==> config.mk <==
export PLATFORM = sky130hd
export DESIGN_NAME = spcrc_fifo
export DESIGN_NICKNAME = d
export VERILOG_FILES = /design/src/spcrc_fifo.sv
export SDC_FILE = /design/constraint.sdc
export NUM_CORES = 1
export LEC_CHECK = 0
export ABC_AREA = 0
export BUFFER_PORTS_ARGS = -buffer_cell sky130_fd_sc_hd__buf_2
export CAP_MARGIN = 25
export CORE_MARGIN = 5
export CORE_UTILIZATION = 36
export CTS_CLUSTER_SIZE = 40
export DETAILED_ROUTE_END_ITERATION = 16
export GPL_TIMING_DRIVEN = 1
export PLACE_DENSITY = 0.55
export SKIP_CTS_REPAIR_TIMING = 1
export SLEW_MARGIN = 20
export SYNTH_ARGS = -nofsm -noshare
export SYNTH_HDL_FRONTEND = slang
export SYNTH_SLANG_ARGS = --single-unit
==> constraint.sdc <==
create_clock -name clock_in -period 2.4 [get_ports clock_in]
set_input_delay 0 -clock clock_in [delete_from_list [all_inputs] [get_ports clock_in]]
set_output_delay 0 -clock clock_in [all_outputs]
set_load 0.1 [all_outputs]
==> src/spcrc_fifo.sv <==
// byte fifo sitting in front of the checker
`timescale 1ns/1ps
module spcrc_fifo #(
  parameter int unsigned WIDTH = 8,
  parameter int unsigned DEPTH = 8
) (
  // clock and reset
  input wire logic clock_in,
  input wire logic resetn_in,
  // fill side
  input wire logic in_valid_in,
  input wire logic [WIDTH-1:0] in_data_in,
  output logic in_ready_out,
  // drain side
  output logic out_valid_out,
  output logic [WIDTH-1:0] out_data_out,
  input wire logic out_ready_in
);
  localparam int unsigned AW = $clog2(DEPTH);
  localparam logic [AW:0] FULL_CNT = (AW + 1)'(DEPTH);

  typedef struct packed {
    logic [DEPTH-1:0][WIDTH-1:0] mem;
    logic [AW-1:0] wp;
    logic [AW-1:0] rp;
    logic [AW:0] cnt;
    logic full;
    logic empty;
  } spcrc_fifo_st_t;

  spcrc_fifo_st_t r_reg;
  spcrc_fifo_st_t r_next;
  logic push;
  logic pop;

  assign push = in_valid_in && !r_reg.full;
  assign pop = out_ready_in && !r_reg.empty;

  always_comb begin
    r_next = r_reg;
    if (push) begin
      r_next.mem[r_reg.wp] = in_data_in;
      r_next.wp = r_reg.wp + AW'(1);
    end
    if (pop) begin
      r_next.rp = r_reg.rp + AW'(1);
    end
    r_next.cnt = r_reg.cnt + (AW + 1)'(push) - (AW + 1)'(pop);
    r_next.full = (r_next.cnt == FULL_CNT);
    r_next.empty = (r_next.cnt == '0);
  end

  always_ff @(posedge clock_in or negedge resetn_in) begin
    if (!resetn_in) begin
      r_reg <= '{empty: 1'b1, default: '0};
    end else begin
      r_reg <= r_next;
    end
  end

  assign in_ready_out = !r_reg.full;
  assign out_valid_out = !r_reg.empty;
  assign out_data_out = r_reg.mem[r_reg.rp];

endmodule : spcrc_fifo

# Yosys cells after proc, flatten, opt, wreduce, memory -nomap -nowiden
# Index checks and enable logic that the tools add are counted.
[word_totals]
regBits = 76
inputBits = 12
output_inout_bits = 10
wordCells = 32
[classes]
n_addsub = 4
magnitude_cmp = 3
n_eq_ne = 1
n_mux = 5
reduce_logical = 6
[op_table]
columns = ["operator", "count"]
rows = [
  ["bitwise mux 64 bit", 1],
  ["binary-select mux 8 bit (select 3 bit)", 1],
  ["demux 8 bit (select 3 bit)", 1],
  ["2-to-1 mux 8 bit", 2],
  ["less-than comparator 3 x 4 -> 1 bit, second input constant", 2],
  ["adder 3 x 1 -> 3 bit, second input constant", 2],
  ["adder 4 x 1 -> 4 bit", 1],
  ["== test 4 bit, second input constant", 1],
  ["zero test 4 bit", 1],
  ["subtractor 4 x 1 -> 4 bit", 1],
  ["greater-or-equal comparator 3 x 1 -> 1 bit, second input constant", 1],
  ["logical AND 1 bit", 3],
  ["zero test 1 bit", 2],
]

# Depth between registers and ports, before layout
[logic_depth]
word_depth = 5
depth_mapped = 9
ltp_nobuf = 9

# Worst setup path after synthesis
# Ideal clock, no wire load.
[synth_path]
path_type = "flip-flop to flip-flop"
startpoint = "register r_reg[1] (netlist name)"
endpoint = "register r_reg[0] (netlist name)"
setup_ps = 59
arrival_time_ps = 2257
required_ps = 2341
setup_slack_ps = 84
stages_incl_launch_ff = 10
period_less_slack_ps = 2316
cell_sequence = "dfrtp_1 > and2b_1 > inv_2 > ha_1 > inv_1 > ha_1 > fa_1 > xor2_1 > or3_1 > o21ba_2"
[synth_lines]
columns = ["element", "line", "source"]
rows = [
  ["start, declared", "31", "spcrc_fifo_st_t r_reg;"],
  ["start signal, assigned", "57", "r_reg <= r_next;"],
]

==> results.md <==
- Number of flip-flops in the largest register: 76
- Routed wire per std cell: 17.57 um
- Post-layout min period: 2264 ps
- Clock tree sinks: 76
- Filler Cells Inserted: 916
- Routed wl met3: 197 um
- DRT antenna net count: 0
- Final Hold Viols: 0
- Port Buffer Count: 21
- Clk_lat worst skew: 340 ps
- GRT overflow: 0
- Wl on met1: 3397 um
- Min-Delay Path Class: in2reg
- Via/cell ratio: 4.841
- EDFF count, synth: 0
- Register Area: 1903 um^2
- Final net count: 277
- Slew HR: 45.58%
- Worst EP arrival: 2550 ps
- Worst Reg2Reg Path Length in Cells: 8
- GRT Resource Usage Total: 12.80%
- Final setup fails: 0
- Clk_skew: 5.167 ps
- Async S/R FF share, synth: 100.0%
- Vias in the first global route: 1,976
- Die Wd: 109.8 um
- Post-Route WL: 6956 um
- RSZ-0062 raised after global routing: false
- Critical path data required time: 2690 ps
- Hold path depth: 2
- Setup WS post-layout: 136.2 ps
- N_diodes: 0
- Via count: 1,917
- Number of synthesized register bits: 76
- Least-Margin Pin Slew: 816.3 ps
- Multi-input logic area: 1607 um^2
- Net Count, Synth: 239
- Detailed placement HPWL: 4280 um
- Dominant synthesized flop cell: dfrtp_1
- Warnings, synthesis: 0
- Critical path fanouts, max: 3
- Die Height: 109.8 um
- Pins Over Slew Limit: 0
- Synthesis-to-layout area growth: 17.35%
- Sequential element share of the synthesized area: 53.09%
- Pre-CTS WS: 88.18 ps
- CTS tree: built
- CORE AREA: 9729 um^2
- DRC viols: 0
- Pre-Repair DR Iteration Count: 4
- Syn_area_per_cell: 16.29 um^2
- Gpl congestion: 0.7144
- Final worst path period share: 94.32%
- Mapped cell area: 3585 um^2
- Outcome: finished clean
- First-pass GRT wire length: 11,030 um
- Clock buffer depth: 2
- IO Count: 22
- Starting Density: 36.84%
- Initial antenna violation count: 0
- Die area: 12,050 um^2
- Post-Synthesis Cells: 220
- Total negative slack: 0 ps
- Pin count of the biggest net entering global routing: 77
- Htree depth: 3
- Worst setup SP type: flip-flop
- Max Cap Violations: 0
- Fmax: 441.7 MHz
- 1st-iter DRT viols: 48
- Layout cells sized above 1: 51.33%
- CP Class: reg2reg
- Num rows: 36
- Clk slew on worst S/H paths: 80 ps
- Highest metal used: met4
- Critical Path End Type: flip-flop
- Clk root buf: clkbuf_8
- Met2 wire length: 3292 um
- Inserted Clock Buffers: 9
- Unique masters post-synth: 32
-- layout make-up --
class                           count  share of cell area (%)
Sequential cell                    76                   45.24
Multi-Input combinational cell    129                   38.19
Timing Repair Buffer               35                   5.532
Tap cell                          133                   3.956
Clock buffer                       10                   3.272
Clock inverter                      6                   3.183
Inverter                            7                  0.6246
-- path summary, 6_finish.rpt --
path,from,to,slack [ps]
worst min register to register,r_reg[24]$_DFFE_PN0P_,r_reg[24]$_DFFE_PN0P_,500
worst min-delay path,in_data_in[5],r_reg[25]$_DFFE_PN0P_,10
worst max-delay path,r_reg[1]$_DFF_PN0_,r_reg[0]$_DFF_PN1_,140
worst max register to register,r_reg[1]$_DFF_PN0_,r_reg[0]$_DFF_PN1_,140
max in group asynchronous,resetn_in,r_reg[0]$_DFF_PN1_,1850
min in group asynchronous,resetn_in,r_reg[2]$_DFF_PN0_,220
-- metrics by stage --
| stage | cell area, um^2 | hold WS [ps] | util, % | instances |
|---|---|---|---|---|
| detailed placement | 3870 | 69.30 | 39.78 | 374 |
| finish | 4207 | 9.557 | 43.24 | 396 |
| floorplan | 3585 | -295.6 | - | 220 |
| global placement | 3870 | 72.31 | 39.78 | 374 |
| global route | 4207 | 3.456 | 43.24 | 396 |
| CTS | 4141 | -308.3 | 42.57 | 390 |
-- synthesized netlist by cell type (2+ instances only) --
master	n	area (um^2)
nand3b_2	2	22.52
nor3b_4	2	37.54
ha_1	6	75.07
nor2_1	2	7.510
xor2_1	3	26.28
xnor2_1	3	26.28
mux2_2	73	822.0
mux4_1	15	394.1
nand2_1	7	26.28
buf_2	3	15.01
clkbuf_1	2	7.510
nand3_1	2	10.01
inv_1	6	22.52
dfrtp_1	75	1877
a21oi_1	2	10.01
-- layout by cell type (no fill, tap or decap), types with 2 or more instances in the layout --
cell and n:
inv_1 6, xor2_1 3, nand3_1 2, buf_2 21, buf_4 9, mux2_2 73
nor3b_4 2, dlygate4sd3_1 4, xnor2_1 3, nand3b_2 2, nor2_1 2, clkbuf_8 10
ha_1 5, nand2_1 7, a21oi_1 2, mux4_1 15, bufinv_16 4, dfrtp_1 75
-- kinds of logic (layout without fill, tap and decap cells) --
kind of cell             after synthesis  in the layout  synth area share [%]
buffers and inverters                 15             58                 2.373
XOR/XNOR                               6              6                 1.466
AND/OR/NAND/NOR                       24             24                 5.306
adder cells (fa/ha/maj)                7              7                 2.653
flip-flops                            76             76                 53.09
AO/OA/AOI/OAI                          3              3                0.5585
multiplexers                          89             89                 34.56
-- metal layers --
metal | vias to the layer above | global-route usage, %
li1 | 899 | -
met1 | 996 | 17.55
met2 | 18 | 19.37
met3 | 4 | 3.464
met4 | 0 | 4.809
met5 | - | 0
-- critical path, stage by stage (launching register included) --
cell and delay (ps):
dfrtp_1 390, and2b_1 220, inv_2 50, ha_1 280, inv_1 60, ha_2 180
fa_2 440, or3_4 370, o21ba_2 230
Power is left out: the tool's default activity adds up to more than one toggle a clock period on the data nets, which glitch-free logic cannot reach.
